File: config.mk
export PLATFORM = sky130hd
export DESIGN_NAME = slts_top
export DESIGN_NICKNAME = d
export VERILOG_FILES = /design/src/hw/slts_pkg.sv /design/src/hw/slts_top.sv /design/src/hw/slts_sync.sv /design/src/hw/slts_crc.sv
export VERILOG_INCLUDE_DIRS = /design/src /design/src/hw
export SDC_FILE = /design/constraint.sdc
export NUM_CORES = 1
export LEC_CHECK = 0
export BUFFER_PORTS_ARGS = -buffer_cell sky130_fd_sc_hd__buf_2
export CORE_MARGIN = 8
export CORE_UTILIZATION = 45
export CTS_BUF_LIST = sky130_fd_sc_hd__clkbuf_4 sky130_fd_sc_hd__clkbuf_8
export CTS_CLUSTER_SIZE = 24
export DETAILED_ROUTE_END_ITERATION = 12
export MAX_ROUTING_LAYER = met4
export REMOVE_ABC_BUFFERS = 1
export SETUP_SLACK_MARGIN = 0.05
export SYNTH_ARGS = -nofsm -noshare
export SYNTH_HDL_FRONTEND = slang
export SYNTH_HIERARCHICAL = 1
export SYNTH_SLANG_ARGS = --single-unit
File: constraint.sdc
create_clock -name sys_clk -period 4.3 [get_ports sys_clk]
set_input_delay 0.215 -clock sys_clk [delete_from_list [all_inputs] [get_ports sys_clk]]
set_output_delay 0.215 -clock sys_clk [all_outputs]
set_load 0.02 [all_outputs]
File: src/hw/slts_map.svh
// Register offsets, field positions, reset values and timing counts
// Assumes inclusion by slts_top, slts_modem and the bench; definitions only
`ifndef SLTS_MAP_SVH
`define SLTS_MAP_SVH

// Byte offsets on the register port, one 32-bit register every four
`define SLTS_ADDR_CTRL 8'h00
`define SLTS_ADDR_STATUS 8'h04
`define SLTS_ADDR_MASK 8'h08
`define SLTS_ADDR_STATE 8'h0C

// Control word fields
`define SLTS_CTRL_CLEAR_BIT 8
`define SLTS_CTRL_RESET 5'h00
`define SLTS_STAT_RESET 5'h00

// Frame words, 12 bits each
`define SLTS_SYNC_WORD 12'h7E5
`define SLTS_WORD_ZEROS 12'h000
`define SLTS_WORD_ONES 12'hFFF
`define SLTS_WORD_INT 12'h06D
`define SLTS_WORD_INT_N 12'hF92
`define SLTS_WORD_LAST 4'hB

// Cyclic code generator polynomial, implied top term
`define SLTS_CRC_POLY 12'h80F

// Transmit bit period in sys_clk cycles, minus one
`define SLTS_BIT_LAST 8'h0F

`endif

File: src/hw/slts_pkg.sv
// Types shared by the test sequencer files
// Assumes no other package
package slts_pkg;

  // Transmit test selector positions
  typedef enum logic [2:0] {
    SLTS_TX_OFF = 3'h0,
    SLTS_TX_P1 = 3'h1,
    SLTS_TX_P2 = 3'h2,
    SLTS_TX_P3 = 3'h3,
    SLTS_TX_P4 = 3'h4
  } slts_tx_pos_t;

  // Receive test selector positions
  typedef enum logic [1:0] {
    SLTS_RX_OFF = 2'h0,
    SLTS_RX_REC = 2'h1,
    SLTS_RX_INT = 2'h2
  } slts_rx_mode_t;

  // Transmit sequencing states
  typedef enum logic [2:0] {
    SLTS_TS_IDLE = 3'h0,
    SLTS_TS_SYNC = 3'h1,
    SLTS_TS_DATA = 3'h2,
    SLTS_TS_CODE = 3'h3,
    SLTS_TS_WAIT = 3'h4
  } slts_tx_st_t;

  // Receive sequencing states
  typedef enum logic [1:0] {
    SLTS_RS_HUNT = 2'h0,
    SLTS_RS_DATA = 2'h1,
    SLTS_RS_CODE = 2'h2
  } slts_rx_st_t;

  // Control register contents
  typedef struct packed {
    slts_rx_mode_t rx_mode;
    slts_tx_pos_t tx_pos;
  } slts_ctrl_t;

  // Sticky event bits, same layout for mask
  typedef struct packed {
    logic sync_ack;
    logic int_det;
    logic crc_err;
    logic frame_rcvd;
    logic frame_sent;
  } slts_stat_t;

endpackage

File: src/hw/slts_top.sv
// Serial link self-test sequencer: frame generator and checker
// Assumes a 50 MHz sys_clk; line pins and data set receive timing
// are asynchronous and are synchronised here
`timescale 1ns/1ps
`include "slts_map.svh"

module slts_top (
  input wire logic sys_clk,
  input wire logic rst_b,
  input wire logic [7:0] addr,
  input wire logic [31:0] wr_data,
  input wire logic wr_en,
  input wire logic rd_en,
  output logic [31:0] rd_data,
  input wire logic line_rx,
  input wire logic line_rx_clk,
  input wire logic line_ack,
  input wire logic manual_clear,
  output logic tx_line,
  output logic tx_ind,
  output logic rx_ind,
  output logic irq
);

  // Registers
  slts_pkg::slts_ctrl_t ctrl_ff; // Test selectors
  slts_pkg::slts_stat_t status_ff; // Sticky events
  slts_pkg::slts_stat_t mask_ff; // Interrupt enables
  slts_pkg::slts_tx_st_t tx_st_ff;
  slts_pkg::slts_tx_st_t nxt_tx_st;
  slts_pkg::slts_rx_st_t rx_st_ff;
  slts_pkg::slts_rx_st_t nxt_rx_st;
  logic [7:0] div_ff; // Transmit bit timer
  logic [3:0] tx_cnt_ff; // Bit within word
  logic [3:0] nxt_tx_cnt;
  logic [11:0] tx_sh_ff; // Outgoing word, MSB first
  logic [11:0] nxt_tx_sh;
  logic [3:0] rx_cnt_ff;
  logic [3:0] nxt_rx_cnt;
  logic [11:0] rx_sh_ff; // Incoming bits
  logic [11:0] rx_word_ff; // Last data word received
  logic [11:0] nxt_rx_word;
  logic rx_clk_d_ff; // Previous synced receive clock

  // Synchronised pins
  logic [3:0] pin_s;
  logic rx_bit, rx_clk_s, ack_s, clr_s;

  // Decoded strobes and events
  logic wr_ctrl, wr_stat, wr_mask, clear;
  logic tx_on, alt, rx_en, tx_busy;
  logic tx_tick, tx_last, rx_tick, rx_last, rx_done;
  logic [11:0] test_word, rx_in, tx_crc, tx_crc_upd, rx_crc;
  logic crc_bad;
  slts_pkg::slts_stat_t ev, w1c, nxt_status;
  logic [31:0] rd_mux;

  // Every pin passes two flip-flops first
  slts_sync #(.WIDTH(4)) u_sync (
    .sys_clk(sys_clk),
    .rst_b(rst_b),
    .pin_in({line_rx, line_rx_clk, line_ack, manual_clear}),
    .pin_sync(pin_s)
  );
  assign {rx_bit, rx_clk_s, ack_s, clr_s} = pin_s;

  // Register decode
  assign wr_ctrl = wr_en && (addr == `SLTS_ADDR_CTRL);
  assign wr_stat = wr_en && (addr == `SLTS_ADDR_STATUS);
  assign wr_mask = wr_en && (addr == `SLTS_ADDR_MASK);
  // Pushbutton or software pulse
  assign clear = clr_s || (wr_ctrl && wr_data[`SLTS_CTRL_CLEAR_BIT]);

  // Selector decode; unknown codes behave as off
  assign tx_on = (ctrl_ff.tx_pos >= slts_pkg::SLTS_TX_P1) &&
                 (ctrl_ff.tx_pos <= slts_pkg::SLTS_TX_P4);
  assign alt = ctrl_ff.rx_mode == slts_pkg::SLTS_RX_REC;
  assign rx_en = alt || (ctrl_ff.rx_mode == slts_pkg::SLTS_RX_INT);
  assign tx_busy = (tx_st_ff == slts_pkg::SLTS_TS_SYNC) ||
                   (tx_st_ff == slts_pkg::SLTS_TS_DATA) ||
                   (tx_st_ff == slts_pkg::SLTS_TS_CODE);

  // Test word per position
  assign test_word =
    (ctrl_ff.tx_pos == slts_pkg::SLTS_TX_P1) ? `SLTS_WORD_ZEROS :
    (ctrl_ff.tx_pos == slts_pkg::SLTS_TX_P2) ? `SLTS_WORD_ONES :
    (ctrl_ff.tx_pos == slts_pkg::SLTS_TX_P3) ? `SLTS_WORD_INT :
    `SLTS_WORD_INT_N;

  // Bit timing
  assign tx_tick = tx_busy && (div_ff == `SLTS_BIT_LAST);
  assign tx_last = tx_tick && (tx_cnt_ff == `SLTS_WORD_LAST);
  assign rx_tick = rx_clk_s && !rx_clk_d_ff;
  assign rx_last = rx_tick && (rx_cnt_ff == `SLTS_WORD_LAST);
  assign rx_in = {rx_sh_ff[10:0], rx_bit};
  assign rx_done = (rx_st_ff == slts_pkg::SLTS_RS_CODE) && rx_last &&
                   !clear;
  assign crc_bad = rx_in != rx_crc;

  // Encoder runs over the outgoing data word
  slts_crc #(.POLY(`SLTS_CRC_POLY)) u_tx_crc (
    .sys_clk(sys_clk),
    .rst_b(rst_b),
    .clr(tx_st_ff != slts_pkg::SLTS_TS_DATA),
    .en(tx_tick && (tx_st_ff == slts_pkg::SLTS_TS_DATA)),
    .din(tx_sh_ff[11]),
    .crc_ff(tx_crc),
    .crc_upd(tx_crc_upd)
  );

  // Decoder runs over the incoming data word, holds through the code word
  slts_crc #(.POLY(`SLTS_CRC_POLY)) u_rx_crc (
    .sys_clk(sys_clk),
    .rst_b(rst_b),
    .clr(rx_st_ff == slts_pkg::SLTS_RS_HUNT),
    .en(rx_tick && (rx_st_ff == slts_pkg::SLTS_RS_DATA)),
    .din(rx_bit),
    .crc_ff(rx_crc),
    .crc_upd()
  );

  // Transmit sequencer: sync, data, code, then again
  always_comb begin
    nxt_tx_st = tx_st_ff;
    nxt_tx_sh = tx_sh_ff;
    nxt_tx_cnt = tx_cnt_ff;
    if (tx_tick) begin
      nxt_tx_sh = {tx_sh_ff[10:0], 1'b0};
      nxt_tx_cnt = 4'(tx_cnt_ff + 4'h1);
    end
    unique case (tx_st_ff)
      slts_pkg::SLTS_TS_IDLE: begin
        if (tx_on) begin
          nxt_tx_st = slts_pkg::SLTS_TS_SYNC;
          nxt_tx_sh = `SLTS_SYNC_WORD;
        end
      end
      slts_pkg::SLTS_TS_SYNC: begin
        if (tx_last) begin
          nxt_tx_st = slts_pkg::SLTS_TS_DATA;
          nxt_tx_sh = test_word;
          nxt_tx_cnt = 4'h0;
        end
      end
      slts_pkg::SLTS_TS_DATA: begin
        if (tx_last) begin
          nxt_tx_st = slts_pkg::SLTS_TS_CODE;
          nxt_tx_sh = tx_crc_upd;
          nxt_tx_cnt = 4'h0;
        end
      end
      slts_pkg::SLTS_TS_CODE: begin
        // Frame always finishes before the selector is obeyed
        if (tx_last) begin
          nxt_tx_cnt = 4'h0;
          if (!tx_on) begin
            nxt_tx_st = slts_pkg::SLTS_TS_IDLE;
          end else if (alt) begin
            nxt_tx_st = slts_pkg::SLTS_TS_WAIT;
          end else begin
            nxt_tx_st = slts_pkg::SLTS_TS_SYNC;
            nxt_tx_sh = `SLTS_SYNC_WORD;
          end
        end
      end
      slts_pkg::SLTS_TS_WAIT: begin
        // Waits for the partner's frame; stalls if none comes
        if (!tx_on) begin
          nxt_tx_st = slts_pkg::SLTS_TS_IDLE;
        end else if (rx_done || !alt) begin
          nxt_tx_st = slts_pkg::SLTS_TS_SYNC;
          nxt_tx_sh = `SLTS_SYNC_WORD;
        end
      end
      default: begin
        nxt_tx_st = slts_pkg::SLTS_TS_IDLE;
      end
    endcase
    if (clear) begin
      nxt_tx_st = slts_pkg::SLTS_TS_IDLE;
      nxt_tx_cnt = 4'h0;
    end
  end

  // Receive sequencer: hunt sync, take data, take code
  always_comb begin
    nxt_rx_st = rx_st_ff;
    nxt_rx_cnt = rx_cnt_ff;
    nxt_rx_word = rx_word_ff;
    if (rx_tick) begin
      nxt_rx_cnt = 4'(rx_cnt_ff + 4'h1);
    end
    unique case (rx_st_ff)
      slts_pkg::SLTS_RS_HUNT: begin
        nxt_rx_cnt = 4'h0;
        if (rx_tick && (rx_in == `SLTS_SYNC_WORD)) begin
          nxt_rx_st = slts_pkg::SLTS_RS_DATA;
        end
      end
      slts_pkg::SLTS_RS_DATA: begin
        if (rx_last) begin
          nxt_rx_st = slts_pkg::SLTS_RS_CODE;
          nxt_rx_word = rx_in;
          nxt_rx_cnt = 4'h0;
        end
      end
      slts_pkg::SLTS_RS_CODE: begin
        if (rx_last) begin
          nxt_rx_st = slts_pkg::SLTS_RS_HUNT;
        end
      end
      default: begin
        nxt_rx_st = slts_pkg::SLTS_RS_HUNT;
      end
    endcase
    if (clear || !rx_en) begin
      nxt_rx_st = slts_pkg::SLTS_RS_HUNT;
    end
  end

  // Events; acknowledge counts once the sync word is out
  assign ev.frame_sent = (tx_st_ff == slts_pkg::SLTS_TS_CODE) &&
                         tx_last && !clear;
  assign ev.frame_rcvd = rx_done;
  assign ev.crc_err = rx_done && alt && crc_bad;
  assign ev.int_det = rx_done &&
    (ctrl_ff.rx_mode == slts_pkg::SLTS_RX_INT) &&
    (rx_word_ff == `SLTS_WORD_INT);
  assign ev.sync_ack = ack_s &&
    ((tx_st_ff == slts_pkg::SLTS_TS_DATA) ||
     (tx_st_ff == slts_pkg::SLTS_TS_CODE));
  assign w1c = wr_stat ? slts_pkg::slts_stat_t'(wr_data[4:0]) : 5'h00;
  // Set wins over write-one-to-clear
  assign nxt_status = (status_ff & ~w1c) | ev;

  // Read selection; unmapped offsets read zero
  assign rd_mux =
    (addr == `SLTS_ADDR_CTRL) ? {26'h0, ctrl_ff.rx_mode, 1'b0,
                                 ctrl_ff.tx_pos} :
    (addr == `SLTS_ADDR_STATUS) ? {27'h0, status_ff} :
    (addr == `SLTS_ADDR_MASK) ? {27'h0, mask_ff} :
    (addr == `SLTS_ADDR_STATE) ? {4'h0, rx_word_ff, 10'h0, rx_st_ff,
                                  1'b0, tx_st_ff} :
    32'h0000_0000;

  // Software registers
  always_ff @(posedge sys_clk) begin
    if (!rst_b) begin
      ctrl_ff <= `SLTS_CTRL_RESET;
      status_ff <= `SLTS_STAT_RESET;
      mask_ff <= `SLTS_STAT_RESET;
      rd_data <= 32'h0000_0000;
      irq <= 1'b0;
    end else begin
      if (wr_ctrl) begin
        ctrl_ff <= slts_pkg::slts_ctrl_t'({wr_data[5:4], wr_data[2:0]});
      end
      if (wr_mask) begin
        mask_ff <= slts_pkg::slts_stat_t'(wr_data[4:0]);
      end
      status_ff <= nxt_status;
      rd_data <= rd_en ? rd_mux : 32'h0000_0000;
      irq <= |(nxt_status & mask_ff);
    end
  end

  // Sequencer state and line outputs
  always_ff @(posedge sys_clk) begin
    if (!rst_b) begin
      tx_st_ff <= slts_pkg::SLTS_TS_IDLE;
      rx_st_ff <= slts_pkg::SLTS_RS_HUNT;
      div_ff <= 8'h00;
      tx_cnt_ff <= 4'h0;
      tx_sh_ff <= 12'h000;
      rx_cnt_ff <= 4'h0;
      rx_sh_ff <= 12'h000;
      rx_word_ff <= 12'h000;
      rx_clk_d_ff <= 1'b0;
      tx_line <= 1'b1;
      tx_ind <= 1'b0;
      rx_ind <= 1'b0;
    end else begin
      tx_st_ff <= nxt_tx_st;
      rx_st_ff <= nxt_rx_st;
      // Timer idles outside a frame so each word starts aligned
      div_ff <= (!tx_busy || tx_tick || clear) ? 8'h00 :
                8'(div_ff + 8'h01);
      tx_cnt_ff <= nxt_tx_cnt;
      tx_sh_ff <= nxt_tx_sh;
      rx_cnt_ff <= nxt_rx_cnt;
      rx_sh_ff <= rx_tick ? rx_in : rx_sh_ff;
      rx_word_ff <= nxt_rx_word;
      rx_clk_d_ff <= rx_clk_s;
      // Line marks high while idle
      tx_line <= tx_busy ? tx_sh_ff[11] : 1'b1;
      tx_ind <= tx_busy;
      rx_ind <= rx_st_ff != slts_pkg::SLTS_RS_HUNT;
    end
  end
endmodule

File: src/hw/slts_sync.sv
// Two-stage synchroniser for a group of pin inputs
// Assumes inputs are asynchronous to sys_clk
`timescale 1ns/1ps
module slts_sync #(
  parameter int WIDTH = 1
) (
  input wire logic sys_clk,
  input wire logic rst_b,
  input wire logic [WIDTH-1:0] pin_in,
  output logic [WIDTH-1:0] pin_sync
);

  logic [WIDTH-1:0] meta_ff; // First stage, read only by second

  // Both stages reset to zero
  always_ff @(posedge sys_clk) begin
    if (!rst_b) begin
      meta_ff <= '0;
      pin_sync <= '0;
    end else begin
      meta_ff <= pin_in;
      pin_sync <= meta_ff;
    end
  end

endmodule

File: src/hw/slts_crc.sv
// Bit-serial cyclic code generator, MSB first
// Assumes caller clears it before each data word
`timescale 1ns/1ps
module slts_crc #(
  parameter logic [11:0] POLY = 12'h80F
) (
  input wire logic sys_clk,
  input wire logic rst_b,
  input wire logic clr,
  input wire logic en,
  input wire logic din,
  output logic [11:0] crc_ff,
  output logic [11:0] crc_upd
);

  logic fb; // Feedback term

  // Next value if the current bit is folded in now
  assign fb = crc_ff[11] ^ din;
  assign crc_upd = {crc_ff[10:0], 1'b0} ^ (fb ? POLY : 12'h000);

  // Clear wins over shift
  always_ff @(posedge sys_clk) begin
    if (!rst_b || clr) begin
      crc_ff <= 12'h000;
    end else if (en) begin
      crc_ff <= crc_upd;
    end
  end

endmodule

==> flow_metrics.env, run 1 <==
export IMPL_power_leakage_nw=2.41
export IMPL_avgSynthCellArea_sq_um=9.25
export IMPL_hold_viol_final=0
export IMPL_drt_wl_total_um=13600
export IMPL_swShare_pct=23.7
export IMPL_io_pins=84
export IMPL_setup_viol=0
export IMPL_p_sw_w=0.000538
export IMPL_start_kind="register"
export IMPL_htree_levels=4
export IMPL_power_internal_w=0.00173
export IMPL_cts_hold_buf=4
export IMPL_dieArea_sq_mm=0.0173
export IMPL_outcome="completed"
export IMPL_postSynthCellCount=651
export IMPL_drc_errors=0
export IMPL_fp_dieW_um=132
export IMPL_die_h_um=132
export IMPL_cts_tree="built"
export IMPL_setup_tns_ps=0
export IMPL_clock_latency_ps=450
export IMPL_grt_max_degree=33
export IMPL_cts_root_buf="clkbuf_8"
export IMPL_drt_pass1_iterations=5
export IMPL_wl_per_cell_um=15.7
export IMPL_place_gp_congestion=0.837
export IMPL_track_usage_pct=16.8
export IMPL_cts_resized_gates=0
export IMPL_initial_core_util_pct=45.8
export IMPL_slew_headroom_pct=28.2
export IMPL_cts_buffer_depth=2
export IMPL_final_cells=866
export IMPL_path_clk_slew_ps=70
export IMPL_antenna_found_initial=0
export IMPL_numCtsBuffers=17
export IMPL_syn_area_sq_mm=0.00602
export IMPL_routed_via_density=5.42
export IMPL_dp_cells=830
export IMPL_dpl_cell_area_sq_mm=0.00622
export IMPL_end_kind="register"
export IMPL_cts_sinks=126
export IMPL_vias=4698
export IMPL_rsz0062_at_grt="no"
export IMPL_synth_warnings=6
export IMPL_irDropWorstVdd_mv=0.161
export IMPL_rows=42
export IMPL_stdcell_area_sq_mm=0.00666
export IMPL_power_density_mw_per_mm2=341
export IMPL_finalCritPeriodShare_pct=63.8
export IMPL_critPathArrivalTime_ps=3060
export IMPL_grt_pass1_wl_um=23400
export IMPL_grt_overflow=0
export IMPL_clock_fmax_mhz=365
export IMPL_holdCritPathClass="in -> reg"
export IMPL_core_area_sq_mm=0.0131
export IMPL_maxCapViolations=0
export IMPL_finalMaxSlewViolations=0
export IMPL_first_global_vias=4735
export IMPL_p_clk_share_pct=45.0
export IMPL_drtAntennaViolNets=0
export IMPL_critPathKind="reg -> reg"
export IMPL_cp_required_ps=4620
export IMPL_fin_skew_ps=10.5
export IMPL_portBuffers=44
export IMPL_post_cts_buffers=0
export IMPL_drive_gt1_share_pct=15.7
export IMPL_area_growth_pct=10.6
export IMPL_dp_hpwl_um=9550
export IMPL_period_minus_slack_ps=2740
export IMPL_cp_max_fo=13
export IMPL_sequentialPowerShare_pct=51.7
export IMPL_drtIter0Drc=308
export IMPL_p_comb_share_pct=3.3
export IMPL_fin_nets=731
export IMPL_worst_pin_slew_ps=1070
export IMPL_num_antenna_cells=0
metrics by stage:
step                worst slack (ps)  hold WS, ps  power [W]  util [%]
floorplan                       1690          333    0.00124         -
global placement                1670          414    0.00127      47.3
detailed placement              1600          418    0.00127      47.3
CTS                             1590        0.409    0.00229      50.6
global route                    1230         17.2    0.00237      50.7
finish                          1560         39.0    0.00227      50.7
layout make-up:
cell class	count	area, sq um
fill	1260	6480
multi-input combinational	463	3160
sequential	126	2520
timing repair buffer	53	300
clock buffer	19	255
tap	176	220
clock inverter	12	138
inverter	17	63.8
critical path: stages (launching register included):
cell and delay (ps):
dfxtp_1 640, inv_1 210, nor3_1 900, inv_1 200, nor2_1 150, buf_4 240
mux2i_1 210, nor2_1 60
metal layers:
metal  wire (um)  up-vias  track usage (%)
met5           0        -                -
met4         130        0             5.62
met3         720       11             5.37
met2        5990      123             24.4
met1        6790     2237             21.5
li1            -     2327                -
final timing paths:
path	from	endpoint	slack, ps	cells past startpoint
worst max-delay path	tx_st_ff[1]$_SDFFE_PP0P_	u_tx_crc/crc_ff[6]$_SDFFE_PP0P_	1560	7
worst min-delay path	wr_data[3]	mask_ff[3]$_SDFFE_PN0P_	40	3
worst max register to register	tx_st_ff[1]$_SDFFE_PP0P_	u_tx_crc/crc_ff[6]$_SDFFE_PP0P_	1560	7
worst min register to register	u_sync/meta_ff[2]$_SDFF_PN0_	u_sync/pin_sync[2]$_SDFF_PN0_	430	1
sequential cells by signal, indices dropped and copies added (netlist names):
name and count:
u_rx_crc/crc_ff 12, u_sync/meta_ff 4, rx_sh_ff 11, rx_cnt_ff 4
ctrl_ff 5, tx_sh_ff 12, tx_line 1, tx_ind 1
rx_ind 1, tx_st_ff 3, div_ff 8, status_ff 5
rx_clk_d_ff 1, rx_st_ff 2, u_tx_crc/crc_ff 12, mask_ff 5
rx_word_ff 12, u_sync/pin_sync 4, irq 1, rd_data 18
tx_cnt_ff 4
layout by cell type, fill, tap and decap left out, types with 4 or more instances in the layout:
master and count:
a211o_1 4, a211oi_1 4, a21oi_1 24, a22oi_1 9, a31oi_1 11, and2_1 22, and3_1 6, buf_2 44
buf_4 4, clkbuf_8 18, clkinvlp_4 5, conb_1 14, dfxtp_1 126, dlygate4sd3_1 5, ha_1 5, inv_1 17
mux2i_1 39, mux4_2 4, nand2_1 51, nand2b_1 5, nand3_1 14, nand4_1 12, nor2_1 75, nor2b_1 11
nor3_1 12, nor4_1 5, o211ai_1 6, o21a_1 10, o21ai_0 13, o221ai_1 4, or3_1 10, xnor2_1 18
xor2_1 8, xor3_2 8
power by group through the flow:
stage	logic (W)	registers [W]	clock network [W]
after detailed placement	0.0000704	0.00120	0
final	0.0000743	0.00117	0.00102
after floorplan	0.0000396	0.00120	0
after global routing	0.0000815	0.00117	0.00112
after global placement	0.0000694	0.00120	0
after CTS	0.0000735	0.00117	0.00105
(Power assumes the default switching activity.)
==> inputs of run 2 (changes only) <==
--- a/config.mk
+++ b/config.mk
@@ -13,6 +13,7 @@
 export CTS_CLUSTER_SIZE = 24
 export DETAILED_ROUTE_END_ITERATION = 12
 export MAX_ROUTING_LAYER = met4
+export PLACE_DENSITY = 0.67
 export REMOVE_ABC_BUFFERS = 1
 export SETUP_SLACK_MARGIN = 0.05
 export SYNTH_ARGS = -nofsm -noshare
==> constraint.sdc (replaced) <==
create_clock -name sys_clk -period 2.3 [get_ports sys_clk]
set_input_delay 0.115 -clock sys_clk [delete_from_list [all_inputs] [get_ports sys_clk]]
set_output_delay 0.115 -clock sys_clk [all_outputs]
set_load 0.02 [all_outputs]
==> run 2 against run 1 <==
Utilization is 1.3 points higher. Fmax is 31% higher. Via count is 2.8% higher. Largest power group unchanged. Critical path depth is 2 lower. Final area is 2.6% higher. Clock skew is 1.6 ps lower. Sequential share of layout area is 0.94 points lower.
==> flow_metrics.env, run 2 (synthesis gave the netlist of run 1 again) <==
export IMPL_finalMaxSlewViolations=0
export IMPL_power_w=0.00420
export IMPL_end_kind="register"
export IMPL_io_pins=84
export IMPL_clock_latency_ps=440
export IMPL_vias=4828
export IMPL_drc_errors=0
export IMPL_mostFrequentLayoutCell="dfxtp_1"
export IMPL_cp_required_ps=2600
export IMPL_num_antenna_cells=0
export IMPL_routed_via_density=5.43
export IMPL_first_global_vias=4776
export IMPL_dpl_cell_area_sq_mm=0.00634
export IMPL_clock_fmax_mhz=477
export IMPL_maxCapViolations=0
export IMPL_path_clk_slew_ps=80
export IMPL_rows=42
export IMPL_critPathKind="reg -> reg"
export IMPL_holdCritPathClass="in -> reg"
export IMPL_cp_max_fo=12
export IMPL_slew_headroom_pct=45.9
export IMPL_die_h_um=132
export IMPL_period_minus_slack_ps=2100
export IMPL_drtIter0Drc=338
export IMPL_hold_viol_final=0
export IMPL_final_cell_mix="dfxtp_1 (126), nor2_1 (75), nand2_1 (51), buf_2 (44), mux2i_1 (39)"
export IMPL_start_kind="register"
export IMPL_dieArea_sq_mm=0.0173
export IMPL_fin_skew_ps=8.92
export IMPL_path_cells="and3b_1 -> or3_1 -> or4_1 -> a21oi_2 -> a211oi_1"
export IMPL_fin_nets=753
export IMPL_drtAntennaViolNets=0
export IMPL_final_core_util_pct=52.0
export IMPL_top_register="rd_data"
export IMPL_fin_ws_ps=204
export IMPL_setup_viol=0
export IMPL_drt_pass1_iterations=4
export IMPL_htree_levels=4
export IMPL_worst_pin_slew_ps=805
export IMPL_cp_slowest_stage_delay_ps=570
export IMPL_critPathArrivalTime_ps=2400
export IMPL_wl_per_cell_um=15.3
export IMPL_crit_slowest_cell="dfxtp_1"
export IMPL_drt_wl_total_um=13600
export IMPL_area_growth_pct=13.4
export IMPL_largest_reg_flops=18
export IMPL_numCtsBuffers=17
export IMPL_rsz0062_at_grt="no"
export IMPL_fp_dieW_um=132
export IMPL_core_area_sq_mm=0.0131
export IMPL_drive_gt1_share_pct=17.8
export IMPL_outcome="completed"
export IMPL_stdcell_area_sq_mm=0.00683
export IMPL_portBuffers=44
export IMPL_initial_core_util_pct=45.8
export IMPL_cts_sinks=126
export IMPL_irDropWorstVdd_mv=0.303
export IMPL_grt_overflow=0
export IMPL_place_gp_congestion=0.896
export IMPL_grt_pass1_wl_um=23200
export IMPL_cts_tree="built"
export IMPL_power_leakage_nw=2.52
export IMPL_dp_hpwl_um=9820
export IMPL_power_density_mw_per_mm2=615
export IMPL_cts_buffer_depth=2
export IMPL_finalCritPeriodShare_pct=91.1
export IMPL_setup_tns_ps=0
export IMPL_antenna_found_initial=0
export IMPL_track_usage_pct=16.4
export IMPL_cts_root_buf="clkbuf_8"
export IMPL_dp_slack_ps=216
export IMPL_grt_max_degree=25
run 2: cell count changes in the layout (fill, tap and decap cells not counted), sizes merged:
cell / before / now
buf: 48 / 65
bufinv: 2 / 1
clkbuf: 19 / 17
clkinvlp: 5 / 4
dlygate4sd3: 5 / 10
inv: 20 / 25
run 2: worst paths after layout:
| check | startpoint | cells past startpoint | to | slack, ps |
|---|---|---|---|---|
| max | tx_st_ff[2]$_SDFFE_PP0P_ | 5 | tx_sh_ff[1]$_SDFF_PN0_ | 200 |
| min | rst_b | 2 | status_ff[1]$_SDFF_PN0_ | 60 |
| max reg2reg | tx_st_ff[2]$_SDFFE_PP0P_ | 5 | tx_sh_ff[1]$_SDFF_PN0_ | 200 |
| min reg2reg | u_sync/meta_ff[2]$_SDFF_PN0_ | 1 | u_sync/pin_sync[2]$_SDFF_PN0_ | 440 |
run 2: power by group:
group	internal [W]	switching, W	leakage, nW
clock	0.000885	0.000969	0.183
sequential	0.00219	0.00000426	1.02
combinational	0.0000534	0.0000984	1.32
run 2: repair_timing:
| item | 4_1_cts | 5_1_grt |
|---|---|---|
| endpoints found under the hold margin | 14 | 0 |
| buffers inserted | 0 | 1 |
| hold buffers | 10 | 0 |
| resized for setup | 0 | 1 |
| endpoints found under the setup margin | 0 | 4 |
run 2: final cells by class:
class	count	area [sq um]
Fill cell	1251	6310
Timing Repair Buffer	75	478
Clock inverter	15	150
Sequential cell	126	2520
Multi-Input combinational cell	463	3160
Tap cell	176	220
Inverter	17	63.8
Clock buffer	17	234
run 2: critical path: cells and delay by family (launching register included):
| kind | cells | cell delay, ps |
|---|---|---|
| simple gates | 3 | 1000 |
| flops | 1 | 570 |
| compound gates | 2 | 400 |
run 2: through the flow:
step | std cells | hold slack (ps)
6_report | 889 | 57.4
5_1_grt | 889 | 35.4
4_1_cts | 888 | 38.9
3_5_place_dp | 846 | 326
3_3_place_gp | 846 | 327
2_1_floorplan | 606 | 233
run 2: layer usage:
layer | up-vias | global-route usage [%] | wire [um]
met1 | 2267 | 20.4 | 6330
met3 | 27 | 4.12 | 774
met4 | 0 | 7.28 | 295
met2 | 167 | 24.9 | 6180
li1 | 2367 | - | -
met5 | - | - | 0
==> inputs of run 3 (changes only) <==
--- a/config.mk
+++ b/config.mk
@@ -6,14 +6,14 @@
 export SDC_FILE = /design/constraint.sdc
 export NUM_CORES = 1
 export LEC_CHECK = 0
-export BUFFER_PORTS_ARGS = -buffer_cell sky130_fd_sc_hd__buf_2
 export CORE_MARGIN = 8
 export CORE_UTILIZATION = 45
 export CTS_BUF_LIST = sky130_fd_sc_hd__clkbuf_4 sky130_fd_sc_hd__clkbuf_8
 export CTS_CLUSTER_SIZE = 24
 export DETAILED_ROUTE_END_ITERATION = 12
+export DONT_BUFFER_PORTS = 1
 export MAX_ROUTING_LAYER = met4
-export PLACE_DENSITY = 0.67
+export RECOVER_POWER = 50
 export REMOVE_ABC_BUFFERS = 1
 export SETUP_SLACK_MARGIN = 0.05
 export SYNTH_ARGS = -nofsm -noshare
==> run 3 against run 2 <==
Clock power rose by 12%. Critical path type unchanged. Register-to-register slack improved by 20 ps. Fmax rose by 1.1%. Utilization fell by 0.48 points. Critical endpoint unchanged. Die area did not move. Global-route usage rose by 0.31 points. First-iteration DRC count fell by 9.8%. Combinational power fell by 8%. Sequential share of layout area rose by 0.34 points. Via count fell by 2.8%.
==> flow_metrics.env, run 3 (synthesis gave the netlist of run 1 again) <==
export IMPL_io_pins=84
export IMPL_rr_worst_depth=5
export IMPL_holdPathStages=3
export IMPL_power_leakage_nw=2.37
export IMPL_top_register="rd_data"
export IMPL_clock_fmax_mhz=482
export IMPL_drt_wl_total_um=13900
export IMPL_critPathArrivalTime_ps=2390
export IMPL_crit_slowest_cell="dfxtp_1"
export IMPL_rsz0062_at_grt="no"
export IMPL_cp_required_ps=2620
export IMPL_period_minus_slack_ps=2070
export IMPL_drt_pass1_iterations=4
export IMPL_drc_errors=0
export IMPL_portBuffers=0
export IMPL_rows=42
export IMPL_clock_latency_ps=440
export IMPL_path_clk_slew_ps=80
export IMPL_fin_skew_ps=11.2
export IMPL_fin_nets=721
export IMPL_cts_hold_buf=21
export IMPL_htree_levels=4
export IMPL_worst_pin_slew_ps=692
export IMPL_min_to="rd_data[22]$_SDFF_PP0_"
export IMPL_track_usage_pct=16.7
export IMPL_top_usage_layer="met2"
export IMPL_maxCapViolations=0
export IMPL_cts_buffer_depth=2
export IMPL_dieArea_sq_mm=0.0173
export IMPL_final_cell_mix="dfxtp_1 (126), nor2_1 (75), nand2_1 (52), mux2i_1 (39), a21oi_1 (24)"
export IMPL_grt_overflow=0
export IMPL_cp_slowest_stage_delay_ps=560
export IMPL_crit_family="simple AND/OR/NAND/NOR gates"
export IMPL_finalCritPeriodShare_pct=90.2
export IMPL_met2_usage_pct=25.0
export IMPL_holdWs_ps=49.5
export IMPL_initial_core_util_pct=45.8
export IMPL_largest_reg_flops=18
export IMPL_cts_sinks=126
export IMPL_cp_max_fo=12
export IMPL_outcome="completed"
export IMPL_rr_startpoint="tx_st_ff[2]$_SDFFE_PP0P_"
export IMPL_first_global_vias=4603
export IMPL_drtIter0Drc=305
export IMPL_start_kind="register"
export IMPL_crit_buf_inv=0
export IMPL_place_gp_congestion=0.890
export IMPL_hold_viol_final=0
export IMPL_path_cells="and3b_1 -> or3_1 -> or4_1 -> a21oi_2 -> a211oi_1"
export IMPL_dp_hpwl_um=9720
export IMPL_critPathKind="reg -> reg"
export IMPL_numCtsBuffers=17
export IMPL_end_kind="register"
export IMPL_dp_slack_ps=267
export IMPL_slew_headroom_pct=53.9
export IMPL_setup_viol=0
export IMPL_worstReg2RegEnd="tx_sh_ff[1]$_SDFF_PN0_"
export IMPL_power_density_mw_per_mm2=651
export IMPL_routed_via_density=5.48
export IMPL_finalMaxSlewViolations=0
export IMPL_core_area_sq_mm=0.0131
export IMPL_met3_usage_pct=4.69
export IMPL_post_cts_buffers=0
export IMPL_drive_gt1_share_pct=11.6
export IMPL_vias=4693
export IMPL_cts_tree="built"
export IMPL_holdCritPathClass="in -> reg"
export IMPL_cts_resized_gates=0
export IMPL_die_h_um=132
export IMPL_grt_max_degree=30
export IMPL_wl_per_cell_um=16.2
export IMPL_antenna_found_initial=0
export IMPL_fillers=1225
export IMPL_num_antenna_cells=0
export IMPL_drtAntennaViolNets=0
export IMPL_cts_root_buf="clkbuf_8"
export IMPL_fin_ws_ps=226
export IMPL_grt_pass1_wl_um=23400
export IMPL_met1_usage_pct=20.9
export IMPL_hp_start="addr[2]"
export IMPL_irDropWorstVdd_mv=0.399
export IMPL_mostFrequentLayoutCell="dfxtp_1"
export IMPL_fp_dieW_um=132
export IMPL_ff2ff_setup_slack_ps=230
export IMPL_area_growth_pct=12.3
==> run 3: cell type report <==
class	instances	area, sq um	area share, %
Timing Repair Buffer	43	374	5.53
Sequential cell	126	2520	37.3
Tap cell	176	220	3.25
Multi-Input combinational cell	463	3160	46.7
Clock buffer	17	234	3.46
Clock inverter	15	195	2.88
Inverter	17	63.8	0.943
==> run 3: layer usage <==
layer | up-vias | wire length [um]
li1 | 2316 | -
met1 | 2222 | 6680
met2 | 136 | 6290
met3 | 19 | 709
met4 | 0 | 232
met5 | - | 0
==> run 3: worst max-delay path by stage <==
stage / from / end / cells after the start
global placement: tx_st_ff[2]$_SDFFE_PP0P_ / tx_sh_ff[3]$_SDFF_PN0_ / 5
detailed placement: tx_st_ff[2]$_SDFFE_PP0P_ / tx_sh_ff[1]$_SDFF_PN0_ / 5
finish: tx_st_ff[2]$_SDFFE_PP0P_ / tx_sh_ff[1]$_SDFF_PN0_ / 5
floorplan: tx_st_ff[1]$_SDFFE_PP0P_ / u_tx_crc/crc_ff[0]$_SDFFE_PP0P_ / 6
global route: rx_cnt_ff[0]$_SDFF_PN0_ / tx_st_ff[0]$_SDFFE_PP0P_ / 6
CTS: tx_st_ff[2]$_SDFFE_PP0P_ / tx_sh_ff[1]$_SDFF_PN0_ / 5
==> run 3: per-stage QoR <==
step           total power (W)  instances  cell area (sq um)  TNS, ps  util (%)
2_1_floorplan          0.00232        606               5750    -3750         -
3_3_place_gp           0.00234        804               6130        0      46.7
3_5_place_dp           0.00234        804               6130        0      46.7
4_1_cts                0.00447        857               6780        0      51.6
5_1_grt                0.00457        857               6770        0      51.5
6_report               0.00441        857               6770        0      51.5
==> run 3: where the power goes <==
group / switching, W / internal, W / leakage [nW]
combinational: 0.0000910 / 0.0000487 / 1.15
clock: 0.000968 / 0.00111 / 0.212
sequential: 0.00000443 / 0.00219 / 1.02
total: 0.00106 / 0.00334 / 2.37
==> run 3: tightest hold or removal path: stages <==
cell and delay [ps]:
nand2_1 40, nor2_1 120, and2_0 180
